**src/verilog/asop_pkg.sv**
```systemverilog
package asop_pkg;

    // ********************************
    // word layout
    // ********************************
    localparam int WORD_W = 9;
    localparam int PIPE_DEPTH = 5;
    localparam logic [WORD_W-1:0] CODE_ZERO = 9'h000;
    localparam logic [WORD_W-1:0] CODE_FULL = 9'h1FF;

    // ********************************
    // analog model, millivolts
    // ********************************
    localparam int MV_W = 13;
    localparam int DIFF_W = 15;
    localparam logic signed [DIFF_W-1:0] BIAS_MV = 15'sh0CE4;
    localparam logic signed [DIFF_W-1:0] RANGE_LO_MV = 15'sh0AE4;
    localparam logic signed [DIFF_W-1:0] RANGE_HI_MV = 15'sh0EE4;
    localparam int MV_PER_LSB_SHIFT = 1;

    // ********************************
    // timing
    // ********************************
    localparam int CLK_PERIOD_PS = 4000;
    localparam int OUT_DELAY_MAX_PS = 15000;
    localparam int RECOVER_PS = 10000;
    localparam int TRACK_ONLY_KSPS = 1500;
    localparam int PS_PER_KSPS_PERIOD = 1000000000;
    localparam int OUT_DELAY_CYC = OUT_DELAY_MAX_PS / CLK_PERIOD_PS;
    localparam int RECOVER_CYC = RECOVER_PS / CLK_PERIOD_PS;
    localparam int TRACK_ONLY_CYC = (PS_PER_KSPS_PERIOD / TRACK_ONLY_KSPS) / CLK_PERIOD_PS;
    localparam int CNT_W = 8;

    // ********************************
    // types
    // ********************************
    typedef enum logic [1:0]
    {
        RANGE_OK = 2'h0,
        RANGE_OUT = 2'h1,
        RANGE_RECOVER = 2'h3
    } asop_range_e;

    typedef struct packed
    {
        logic [WORD_W-1:0] code;
        logic underRange;
        logic overRange;
    } asop_quant_s;

endpackage

```
**src/verilog/asop_pipeline.sv**
```systemverilog
// Contract
// - output word registered, each sample appears five strobe cycles later
// - new word valid one output delay after strobe rising edge
// - detect input outside nominal window, stop track-and-hold meanwhile
// - out of range holds all-zeros (under) or all-ones (over), never intermediate
// - back in range, valid conversions resume after about ten nanoseconds
// - strobe below about 1.5 MSPS switches track-and-hold to track only
// - capture analog value and start conversion on each strobe rising edge
// - result is one 9-bit parallel word, msb down to lsb
`timescale 1ns/10ps
`default_nettype none
module asop_pipeline
    import asop_pkg::*;
(
    // clock and reset
    input wire logic clk,
    input wire logic nrst,
    // sample strobe from host
    input wire logic sampleStrobe,
    // analog input, millivolts
    input wire logic [MV_W-1:0] analogInPos,
    input wire logic [MV_W-1:0] analogInNeg,
    // output word
    output logic [WORD_W-1:0] outputWord,
    // status
    output logic trackOnly,
    output logic outOfRange
);
    // ********************************
    // quantizer
    // ********************************
    asop_quant_s quant;

    asop_quantizer uQuant
    (
        .analogInPos(analogInPos),
        .analogInNeg(analogInNeg),
        .quant(quant)
    );

    function automatic logic [WORD_W-1:0] satCode(input logic over);
        satCode = over ? CODE_FULL : CODE_ZERO;
    endfunction

    // ********************************
    // strobe edge and rate watch
    // ********************************
    logic strobeDly_r;
    logic strobeDly_nxt;
    logic [CNT_W-1:0] rateCnt_r;
    logic [CNT_W-1:0] rateCnt_nxt;
    logic trackOnly_r;
    logic trackOnly_nxt;
    logic strobeRise;

    assign strobeRise = sampleStrobe & ~strobeDly_r;

    always_comb
    begin
        strobeDly_nxt = sampleStrobe;
        rateCnt_nxt = rateCnt_r;
        trackOnly_nxt = trackOnly_r;
        if (strobeRise)
        begin
            // judged on the period just ended, so one slow gap flips the mode
            trackOnly_nxt = rateCnt_r >= CNT_W'(TRACK_ONLY_CYC);
            rateCnt_nxt = '0;
        end
        else if (rateCnt_r < CNT_W'(TRACK_ONLY_CYC))
        begin
            rateCnt_nxt = rateCnt_r + CNT_W'(1);
        end
        else
        begin
            trackOnly_nxt = 1'b1;
        end
    end

    always_ff @(posedge clk or negedge nrst)
    begin
        if (!nrst)
        begin
            strobeDly_r <= 1'b0;
            rateCnt_r <= '0;
            trackOnly_r <= 1'b0;
        end
        else
        begin
            strobeDly_r <= strobeDly_nxt;
            rateCnt_r <= rateCnt_nxt;
            trackOnly_r <= trackOnly_nxt;
        end
    end

    // ********************************
    // out-of-range control
    // ********************************
    asop_range_e range_r;
    asop_range_e range_nxt;
    logic lockOver_r;
    logic lockOver_nxt;
    logic [CNT_W-1:0] recCnt_r;
    logic [CNT_W-1:0] recCnt_nxt;
    logic inputOut;

    assign inputOut = quant.underRange | quant.overRange;

    always_comb
    begin
        range_nxt = range_r;
        lockOver_nxt = lockOver_r;
        recCnt_nxt = recCnt_r;
        if (inputOut)
        begin
            lockOver_nxt = quant.overRange;
        end
        unique case (range_r)
            RANGE_OK:
            begin
                if (inputOut)
                begin
                    range_nxt = RANGE_OUT;
                end
            end
            RANGE_OUT:
            begin
                if (!inputOut)
                begin
                    range_nxt = RANGE_RECOVER;
                    recCnt_nxt = CNT_W'(RECOVER_CYC);
                end
            end
            RANGE_RECOVER:
            begin
                if (inputOut)
                begin
                    range_nxt = RANGE_OUT;
                end
                else if (recCnt_r <= CNT_W'(1))
                begin
                    range_nxt = RANGE_OK;
                end
                else
                begin
                    recCnt_nxt = recCnt_r - CNT_W'(1);
                end
            end
            default:
            begin
                range_nxt = RANGE_OUT;
            end
        endcase
    end

    always_ff @(posedge clk or negedge nrst)
    begin
        if (!nrst)
        begin
            range_r <= RANGE_OK;
            lockOver_r <= 1'b0;
            recCnt_r <= '0;
        end
        else
        begin
            range_r <= range_nxt;
            lockOver_r <= lockOver_nxt;
            recCnt_r <= recCnt_nxt;
        end
    end

    // ********************************
    // conversion pipeline and output
    // ********************************
    logic [WORD_W-1:0] sampleNow;
    logic [WORD_W-1:0] stage_r [PIPE_DEPTH];
    logic [WORD_W-1:0] stage_nxt [PIPE_DEPTH];
    logic [WORD_W-1:0] pend_r;
    logic [WORD_W-1:0] pend_nxt;
    logic [WORD_W-1:0] word_r;
    logic [WORD_W-1:0] word_nxt;
    logic [CNT_W-1:0] dlyCnt_r;
    logic [CNT_W-1:0] dlyCnt_nxt;

    // T/H shut off: locked extreme code, never a partial value
    always_comb
    begin
        if (inputOut || range_r != RANGE_OK)
        begin
            sampleNow = satCode(inputOut ? quant.overRange : lockOver_r);
        end
        else
        begin
            sampleNow = quant.code;
        end
    end

    always_comb
    begin
        stage_nxt = stage_r;
        pend_nxt = pend_r;
        word_nxt = word_r;
        dlyCnt_nxt = dlyCnt_r;
        if (strobeRise)
        begin
            stage_nxt[0] = sampleNow;
            for (int i = 1; i < PIPE_DEPTH; i++)
            begin
                stage_nxt[i] = stage_r[i-1];
            end
            // track only changes droop, not the word or its five-strobe latency
            pend_nxt = stage_r[PIPE_DEPTH-1];
            dlyCnt_nxt = CNT_W'(OUT_DELAY_CYC);
        end
        else if (dlyCnt_r != '0)
        begin
            dlyCnt_nxt = dlyCnt_r - CNT_W'(1);
            if (dlyCnt_r == CNT_W'(1))
            begin
                word_nxt = pend_r;
            end
        end
    end

    always_ff @(posedge clk or negedge nrst)
    begin
        if (!nrst)
        begin
            for (int i = 0; i < PIPE_DEPTH; i++)
            begin
                stage_r[i] <= CODE_ZERO;
            end
            pend_r <= CODE_ZERO;
            word_r <= CODE_ZERO;
            dlyCnt_r <= '0;
        end
        else
        begin
            stage_r <= stage_nxt;
            pend_r <= pend_nxt;
            word_r <= word_nxt;
            dlyCnt_r <= dlyCnt_nxt;
        end
    end

    assign outputWord = word_r;
    assign trackOnly = trackOnly_r;
    assign outOfRange = range_r != RANGE_OK;
endmodule
`default_nettype wire

```
**src/verilog/asop_quantizer.sv**
```systemverilog
`timescale 1ns/10ps
`default_nettype none
module asop_quantizer
    import asop_pkg::*;
(
    // differential input, millivolts
    input wire logic [MV_W-1:0] analogInPos,
    input wire logic [MV_W-1:0] analogInNeg,
    // result
    output asop_quant_s quant
);
    logic signed [DIFF_W-1:0] level;
    logic signed [DIFF_W-1:0] offset;

    always_comb
    begin
        level = $signed({2'h0, analogInPos}) - $signed({2'h0, analogInNeg}) + BIAS_MV;
        offset = level - RANGE_LO_MV;
        quant.underRange = level < RANGE_LO_MV;
        quant.overRange = level > RANGE_HI_MV;
        if (quant.underRange)
        begin
            quant.code = CODE_ZERO;
        end
        else if (offset[DIFF_W-1:MV_PER_LSB_SHIFT] > (DIFF_W-MV_PER_LSB_SHIFT)'(CODE_FULL))
        begin
            quant.code = CODE_FULL;
        end
        else
        begin
            quant.code = offset[WORD_W-1+MV_PER_LSB_SHIFT:MV_PER_LSB_SHIFT];
        end
    end
endmodule
`default_nettype wire
```
**config.mk**
```make
export PLATFORM = sky130hd
export DESIGN_NAME = asop_pipeline
export DESIGN_NICKNAME = d
export VERILOG_FILES = /design/src/verilog/asop_pkg.sv /design/src/verilog/asop_pipeline.sv /design/src/verilog/asop_quantizer.sv
export SDC_FILE = /design/constraint.sdc
export NUM_CORES = 1
export LEC_CHECK = 0
export BUFFER_PORTS_ARGS = -buffer_cell sky130_fd_sc_hd__buf_2
export CORE_MARGIN = 2
export CORE_UTILIZATION = 55
export DETAILED_ROUTE_END_ITERATION = 8
export PLACE_DENSITY = 0.78
export SETUP_SLACK_MARGIN = 0.1
export SYNTH_ARGS = -nofsm -noshare
export SYNTH_HDL_FRONTEND = slang
export SYNTH_SLANG_ARGS = --single-unit
```
**constraint.sdc**
```tcl
create_clock -name clk -period 2.3 [get_ports clk]
set_clock_uncertainty 0.15 [all_clocks]
set_input_delay 0.46 -clock clk [delete_from_list [all_inputs] [get_ports clk]]
set_output_delay 0.46 -clock clk [all_outputs]
set_load 0.02 [all_outputs]
```
==> flow_summary.json, run 1 <==
{
  "status": "finished with violations",
  "summed_negative_setup_slack_over_all_endpoints_ns": -23.96,
  "post_synth_num_cell_types": 75,
  "timing.setup.critical_path_class": "primary input to register",
  "h-tree-depth": 3,
  "timing.fmax_mhz": 275,
  "routabilityCongestion": 0.867,
  "post_synth_instance_area_um2": 5330,
  "clock_path_buffers": 2,
  "seq_power_share_pct": 38.1,
  "clock_tree_from_tritoncts": "yes",
  "synth.net_count": 647,
  "ys_async_sr_fraction_pct": 100,
  "violated_checks": "setup timing",
  "drt-initial-drc-count": 178,
  "cellInternalPower_mw": 3.92,
  "synth.yosys.seq_area_share_pct": 43.2,
  "cp_data_required_time_ns": 2.43,
  "cp-end-kind": "register",
  "synthesis.instances": 594,
  "postSynthRegisterBits": 92,
  "remaining_drc_errors": 0,
  "route.final.wire_length_mm": 12.6,
  "ctsRootBufferMaster": "sky130_fd_sc_hd__clkbuf_8",
  "max-slew-margin-rel_pct": 64.9,
  "coreArea_um2": 9330,
  "setup_slack_ns": -1.33,
  "final_hold_viol_count": 0,
  "grt_pass1_vias": 4741,
  "vias_per_cell": 5.55,
  "yosys_warnings": 0,
  "power.switching_fraction_pct": 36.7,
  "gr-usage-all-layers_pct": 23.6,
  "power_leakage_nw": 3.46,
  "ir_drop_v": 0.000368,
  "post_synth.cell_area_avg_um2": 8.96,
  "setup_viol": 20,
  "detail_route.first_pass.iterations": 4,
  "via_count": 4748,
  "timing.final.crit_share_pct": 158,
  "grt_setup_unrepaired": "true",
  "cts-buffers-inserted": 9,
  "combinationalPowerShare_pct": 42.6,
  "pin_count_of_the_biggest_net_entering_global_routing": 73,
  "synth-edff-count": 0,
  "antenna_violating_nets_post_route": 0,
  "timing.final.max_slew_violations": 0,
  "num_rows": 35,
  "ff2ff_setup_slack_ns": -0.19,
  "synth_ff_type": "sky130_fd_sc_hd__dfrtp_1",
  "path_max_fanout": 5,
  "design.final.nets": 774,
  "drt-wirelength-per-cell_um": 14.8,
  "syn2layout_area_growth_pct": 32.6,
  "die-width_um": 102,
  "min-delay-path-class": "primary input to register",
  "die-height_um": 102,
  "max_slew.worst_pin.slew_ns": 0.526,
  "arrival_ns": 3.76,
  "clk_pin_slew_ns": 0.10,
  "p_clk_share_pct": 19.3,
  "drv.max_cap_violation_count": 0,
  "antenna-diode-count": 0,
  "clock_sink_count": 92,
  "power.switching_mw": 2.27,
  "floorplan.initialDensity_pct": 57.1,
  "grt_first_pass_wirelength_mm": 20.1,
  "globalRoute.totalOverflow": 0,
  "place.detailed.instances": 821,
  "clkLatencyLatePin_ns": 0.35,
  "worst_setup_path_start_kind": "primary input",
  "finalWorstPathRequiredPeriod_ns": 3.63,
  "grt_antenna_before_repair": 0,
  "half_perimeter_wire_length_after_placement_mm": 8.16,
  "port_buffers": 39,
  "die_area_um2": 10500,
  "io_pins": 40,
  "power_per_cell_area_nw_per_um2": 877,
  "final_cell_count_no_fill": 855,
  "post_route_cells_drive_above_1_share_pct": 33.5
}
## worst max-delay path, stage by stage
cell and delay [ns]:
sky130_fd_sc_hd__buf_8 0.08, sky130_fd_sc_hd__inv_8 0.03, sky130_fd_sc_hd__ha_4 0.16, sky130_fd_sc_hd__fa_2 0.36
sky130_fd_sc_hd__buf_4 0.16, sky130_fd_sc_hd__xnor2_4 0.16, sky130_fd_sc_hd__ha_4 0.18, sky130_fd_sc_hd__buf_4 0.14
sky130_fd_sc_hd__a22oi_2 0.23, sky130_fd_sc_hd__buf_4 0.18, sky130_fd_sc_hd__a32oi_1 0.10, sky130_fd_sc_hd__a2111o_1 0.51
sky130_fd_sc_hd__a22oi_2 0.31, sky130_fd_sc_hd__nand4_4 0.18, sky130_fd_sc_hd__or3_4 0.37, sky130_fd_sc_hd__a21oi_2 0.16
## per-stage QoR
| step | utilization (%) | setup WS (ns) | hold WS (ns) | power [mW] | area, µm² |
|---|---|---|---|---|---|
| global route | 75.7 | -1.43 | 0.114 | 6.56 | 7060 |
| CTS | 73.3 | -1.13 | 0.114 | 5.96 | 6840 |
| finish | 75.7 | -1.33 | 0.120 | 6.19 | 7060 |
| global placement | 68.0 | -1.62 | 0.208 | 4.44 | 6350 |
| detailed placement | 68.0 | -1.71 | 0.217 | 4.57 | 6350 |
| floorplan | - | -1.40 | 0.0144 | 3.79 | 5450 |
## flip-flops by register name, indices dropped and copies added (netlist names)
name         flops
stage_r         45
outputWord       9
pend_r           9
dlyCnt_r         8
rateCnt_r        8
recCnt_r         8
range_r          2
lockOver_r       1
strobeDly_r      1
trackOnly        1
## placed cells by master (no fill, tap or decap), types with 8 or more instances in the layout
cell                       instances
sky130_fd_sc_hd__nand2_1         154
sky130_fd_sc_hd__dfrtp_1          92
sky130_fd_sc_hd__buf_4            85
sky130_fd_sc_hd__nor2_1           37
sky130_fd_sc_hd__buf_2            36
sky130_fd_sc_hd__inv_1            30
sky130_fd_sc_hd__a21oi_1          19
sky130_fd_sc_hd__ha_1             19
sky130_fd_sc_hd__xnor2_1          14
sky130_fd_sc_hd__buf_6            12
sky130_fd_sc_hd__nand3_1          11
sky130_fd_sc_hd__mux2_2           10
sky130_fd_sc_hd__nor3_1            9
sky130_fd_sc_hd__nand4_1           9
sky130_fd_sc_hd__xor2_1            9
sky130_fd_sc_hd__clkbuf_8          9
sky130_fd_sc_hd__o21ai_0           8
## logic make-up after synthesis
family	share of synthesized area, %
compound gates	14.9
xor+xnor	6.34
fa+ha+maj	5.78
buf+inv	4.09
flops	43.2
mux	3.08
simple gates	22.6
## power groups by stage
stage | logic, mW | clock network [mW] | registers, mW
floorplan | 1.43 | 0 | 2.36
global placement | 2.10 | 0 | 2.34
detailed placement | 2.20 | 0 | 2.37
CTS | 2.40 | 1.21 | 2.34
global route | 2.86 | 1.28 | 2.41
finish | 2.64 | 1.19 | 2.36
## synthesized netlist by cell type (11+ instances only)
cell	count	area share, %
sky130_fd_sc_hd__a21oi_1	23	2.2
sky130_fd_sc_hd__clkbuf_1	17	1.2
sky130_fd_sc_hd__dfrtp_1	92	43
sky130_fd_sc_hd__ha_1	23	5.4
sky130_fd_sc_hd__inv_1	31	2.2
sky130_fd_sc_hd__mux2_2	11	2.3
sky130_fd_sc_hd__nand2_1	156	11
sky130_fd_sc_hd__nand3_1	17	1.6
sky130_fd_sc_hd__nor2_1	39	2.7
sky130_fd_sc_hd__nor3_1	15	1.4
sky130_fd_sc_hd__o21ai_0	12	1.1
sky130_fd_sc_hd__xnor2_1	20	3.3
sky130_fd_sc_hd__xor2_1	11	1.8
## per-layer routing
| metal | GRT usage, % | up-vias | wire length (µm) |
|---|---|---|---|
| met5 | 0 | - | 0 |
| li1 | - | 2295 | - |
| met2 | 43.4 | 119 | 6460 |
| met3 | 4.04 | 41 | 377 |
| met1 | 27.2 | 2293 | 5420 |
| met4 | 9.74 | 0 | 376 |
## cell type report
type | count | area [µm²]
timing repair buffer | 137 | 1020
fill | 609 | 2260
sequential | 92 | 2300
clock inverter | 7 | 96.3
clock buffer | 9 | 124
multi-input combinational | 449 | 3230
tap | 129 | 161
inverter | 32 | 128
## what timing repair did
item	in CTS	in global routing
gates cloned	1	0
pin swaps	36	30
resized for setup	38	35
endpoints found under the hold margin	20	0
setup endpoints to repair	20	21
hold buffers	1	0
setup buffers	9	9
## worst paths after layout
check                          endpoint  cells past startpoint      startpoint
max in group asynchronous    stage_r[8]                      3            nrst
max reg2reg                 recCnt_r[5]                      9     recCnt_r[4]
min in group asynchronous  rateCnt_r[4]                      2            nrst
min                         strobeDly_r                      1    sampleStrobe
min reg2reg                 stage_r[16]                      2     stage_r[25]
max                         recCnt_r[7]                     16  analogInPos[0]
(Power assumes the default switching activity.)
==> run 2: changes to the inputs <==
CORE_UTILIZATION = 40   (was 55)
PLACE_DENSITY = 0.6   (was 0.78)
==> run 2 against run 1 <==
Compared with the run above: the flow still finishes with violations (setup timing); via count fell by 4.2%; die area up 36%; final area increased by 2.4%; combinational power shrank 4%; fmax grew 4.1%; register-to-register slack improved by 0.17 ns; sequential power about the same; critical path depth grew 1; sequential share of layout area is 0.75 points lower; total power is 1.8% higher; non-clock buffer count up 8; critical path type unchanged; critical endpoint is now recCnt_r[5]; largest power group unchanged.
==> flow_summary.json, run 2 (synthesis gave the netlist of run 1 again) <==
{
  "status": "finished with violations",
  "violated_checks": "setup timing",
  "largest_register": "stage_r",
  "post_route_cells_drive_above_1_share_pct": 33.6,
  "pin_count_of_the_biggest_net_entering_global_routing": 71,
  "globalRoute.totalOverflow": 0,
  "remaining_drc_errors": 0,
  "num-fill-cells": 1192,
  "worstRegToRegCells": 9,
  "grt_antenna_before_repair": 1,
  "power_leakage_nw": 3.51,
  "clock_path_buffers": 2,
  "startpoint_of_the_lowest_slack_register_to_register_path": "recCnt_r[3]",
  "max_slew.worst_pin.slew_ns": 0.523,
  "floorplan.initialDensity_pct": 40.5,
  "drt-wirelength-per-cell_um": 12.9,
  "detail_route.first_pass.iterations": 4,
  "coreArea_um2": 13100,
  "largest_register_ff_count": 45,
  "path_max_fanout": 4,
  "clkLatencyLatePin_ns": 0.33,
  "min-delay-path-class": "primary input to register",
  "finalWorstPathRequiredPeriod_ns": 3.49,
  "via_count": 4550,
  "clock_tree_from_tritoncts": "yes",
  "timing.final.crit_share_pct": 152,
  "rr_endpoint": "recCnt_r[5]",
  "setup_slack_ns": -1.19,
  "cp-end-kind": "register",
  "final_hold_viol_count": 0,
  "syn2layout_area_growth_pct": 35.8,
  "critPathLaunch": "analogInPos[0]",
  "io_pins": 40,
  "ctsRootBufferMaster": "sky130_fd_sc_hd__clkbuf_16",
  "power_per_cell_area_nw_per_um2": 872,
  "setup.worst_path.end": "recCnt_r[5]",
  "port_buffers": 39,
  "antenna-diode-count": 0,
  "design.final.nets": 782,
  "worst_setup_path_start_kind": "primary input",
  "routabilityCongestion": 0.774,
  "mostFrequentLayoutCells": "155 x sky130_fd_sc_hd__nand2_1, 94 x sky130_fd_sc_hd__buf_4, 92 x sky130_fd_sc_hd__dfrtp_1",
  "half_perimeter_wire_length_after_placement_mm": 8.09,
  "drv.max_cap_violation_count": 0,
  "cts-buffers-inserted": 9,
  "clock_sink_count": 92,
  "arrival_ns": 3.56,
  "ir_drop_v": 0.000415,
  "min_delay_path_depth": 1,
  "vias_per_cell": 5.01,
  "gr-usage-all-layers_pct": 17.4,
  "grt_pass1_vias": 4637,
  "grt_setup_unrepaired": "true",
  "timing.hold.ws_ns": 0.134,
  "h-tree-depth": 3,
  "setup_viol": 20,
  "timing.fmax_mhz": 286,
  "final_common_cell": "sky130_fd_sc_hd__nand2_1",
  "antenna_violating_nets_post_route": 0,
  "cp_data_required_time_ns": 2.36,
  "ff2ff_setup_slack_ns": -0.02,
  "ff_latch_area_um2": 2300,
  "die_area_um2": 14300,
  "preCtsSetupSlack_ns": -1.77,
  "num_rows": 42,
  "drt-initial-drc-count": 234,
  "timing.setup.critical_path_class": "primary input to register",
  "timing.final.max_slew_violations": 0,
  "finalPower_mw": 6.30,
  "clk_pin_slew_ns": 0.06,
  "route.final.wire_length_mm": 11.7,
  "max-slew-margin-rel_pct": 65.0,
  "grt_first_pass_wirelength_mm": 20.6,
  "die-width_um": 119,
  "multiInputGateArea_um2": 3220,
  "die-height_um": 119
}
==> run 2: cell types whose count changed in the layout (fill, tap and decap cells not counted), sizes merged <==
| cell | delta |
|---|---|
| clkbuf | +4 |
| buf | +8 |
| clkinv | -2 |
| inv | -2 |
| bufinv | -1 |
==> run 2: where the power goes <==
part	internal (mW)	switching, mW	total, mW
Clock	0.865	0.550	1.41
Sequential	2.05	0.296	2.34
Combinational	1.26	1.28	2.54
Total	4.17	2.13	6.30
==> run 2: area by class of cell <==
class / instances / area share, %
multi-input combinational: 449 / 44.5
clock inverter: 2 / 0.485
clock buffer: 13 / 3.46
timing repair buffer: 145 / 14.9
sequential: 92 / 31.8
inverter: 32 / 1.77
tap: 176 / 3.05
==> run 2: how the worst min path moves through the flow <==
stage | slack (ns) | end | start
after floorplan | 0.01 | dlyCnt_r[0] | nrst
after global placement | 0.30 | stage_r[6] | stage_r[15]
after detailed placement | 0.30 | pend_r[7] | stage_r[7]
after CTS | 0.12 | strobeDly_r | sampleStrobe
after global routing | 0.13 | strobeDly_r | sampleStrobe
final | 0.13 | strobeDly_r | sampleStrobe
==> run 2: repair_timing <==
| item | CTS | global route |
|---|---|---|
| pin swaps | 34 | 21 |
| hold endpoints to repair | 37 | 0 |
| setup endpoints to repair | 20 | 20 |
| hold buffers | 1 | 0 |
| setup buffers | 12 | 7 |
| cloned | 1 | 0 |
| resized for setup | 43 | 26 |
==> run 2: metrics by stage <==
step	cells	utilization, %	instance area, µm²	TNS (ns)
floorplan	594	-	5450	-24.01
global placement	874	49.1	6450	-30.84
detailed placement	874	49.1	6450	-32.53
CTS	903	53.7	7060	-21.65
global route	909	55.0	7230	-24.80
finish	909	55.0	7230	-22.03
==> run 2: worst max-delay path, stage by stage <==
cell                       delay (ns)
sky130_fd_sc_hd__buf_8           0.08
sky130_fd_sc_hd__inv_8           0.03
sky130_fd_sc_hd__ha_4            0.15
sky130_fd_sc_hd__fa_2            0.38
sky130_fd_sc_hd__and2b_2         0.29
sky130_fd_sc_hd__o22ai_4         0.09
sky130_fd_sc_hd__xnor3_1         0.31
sky130_fd_sc_hd__or3_4           0.15
sky130_fd_sc_hd__nand3_2         0.08
sky130_fd_sc_hd__a2111o_1        0.49
sky130_fd_sc_hd__a211oi_2        0.29
sky130_fd_sc_hd__a22oi_2         0.10
sky130_fd_sc_hd__buf_6           0.15
sky130_fd_sc_hd__nand4_4         0.11
sky130_fd_sc_hd__buf_6           0.12
sky130_fd_sc_hd__mux2i_2         0.22
sky130_fd_sc_hd__nor3_2          0.06
==> run 2: per-layer routing <==
metal	vias to the layer above	part of all wire [%]	global-route usage (%)
li1	2315	-	-
met1	2138	45	21.1
met2	75	50	31.3
met3	20	2.5	2.54
met4	2	1.8	6.10
met5	-	0.11	0
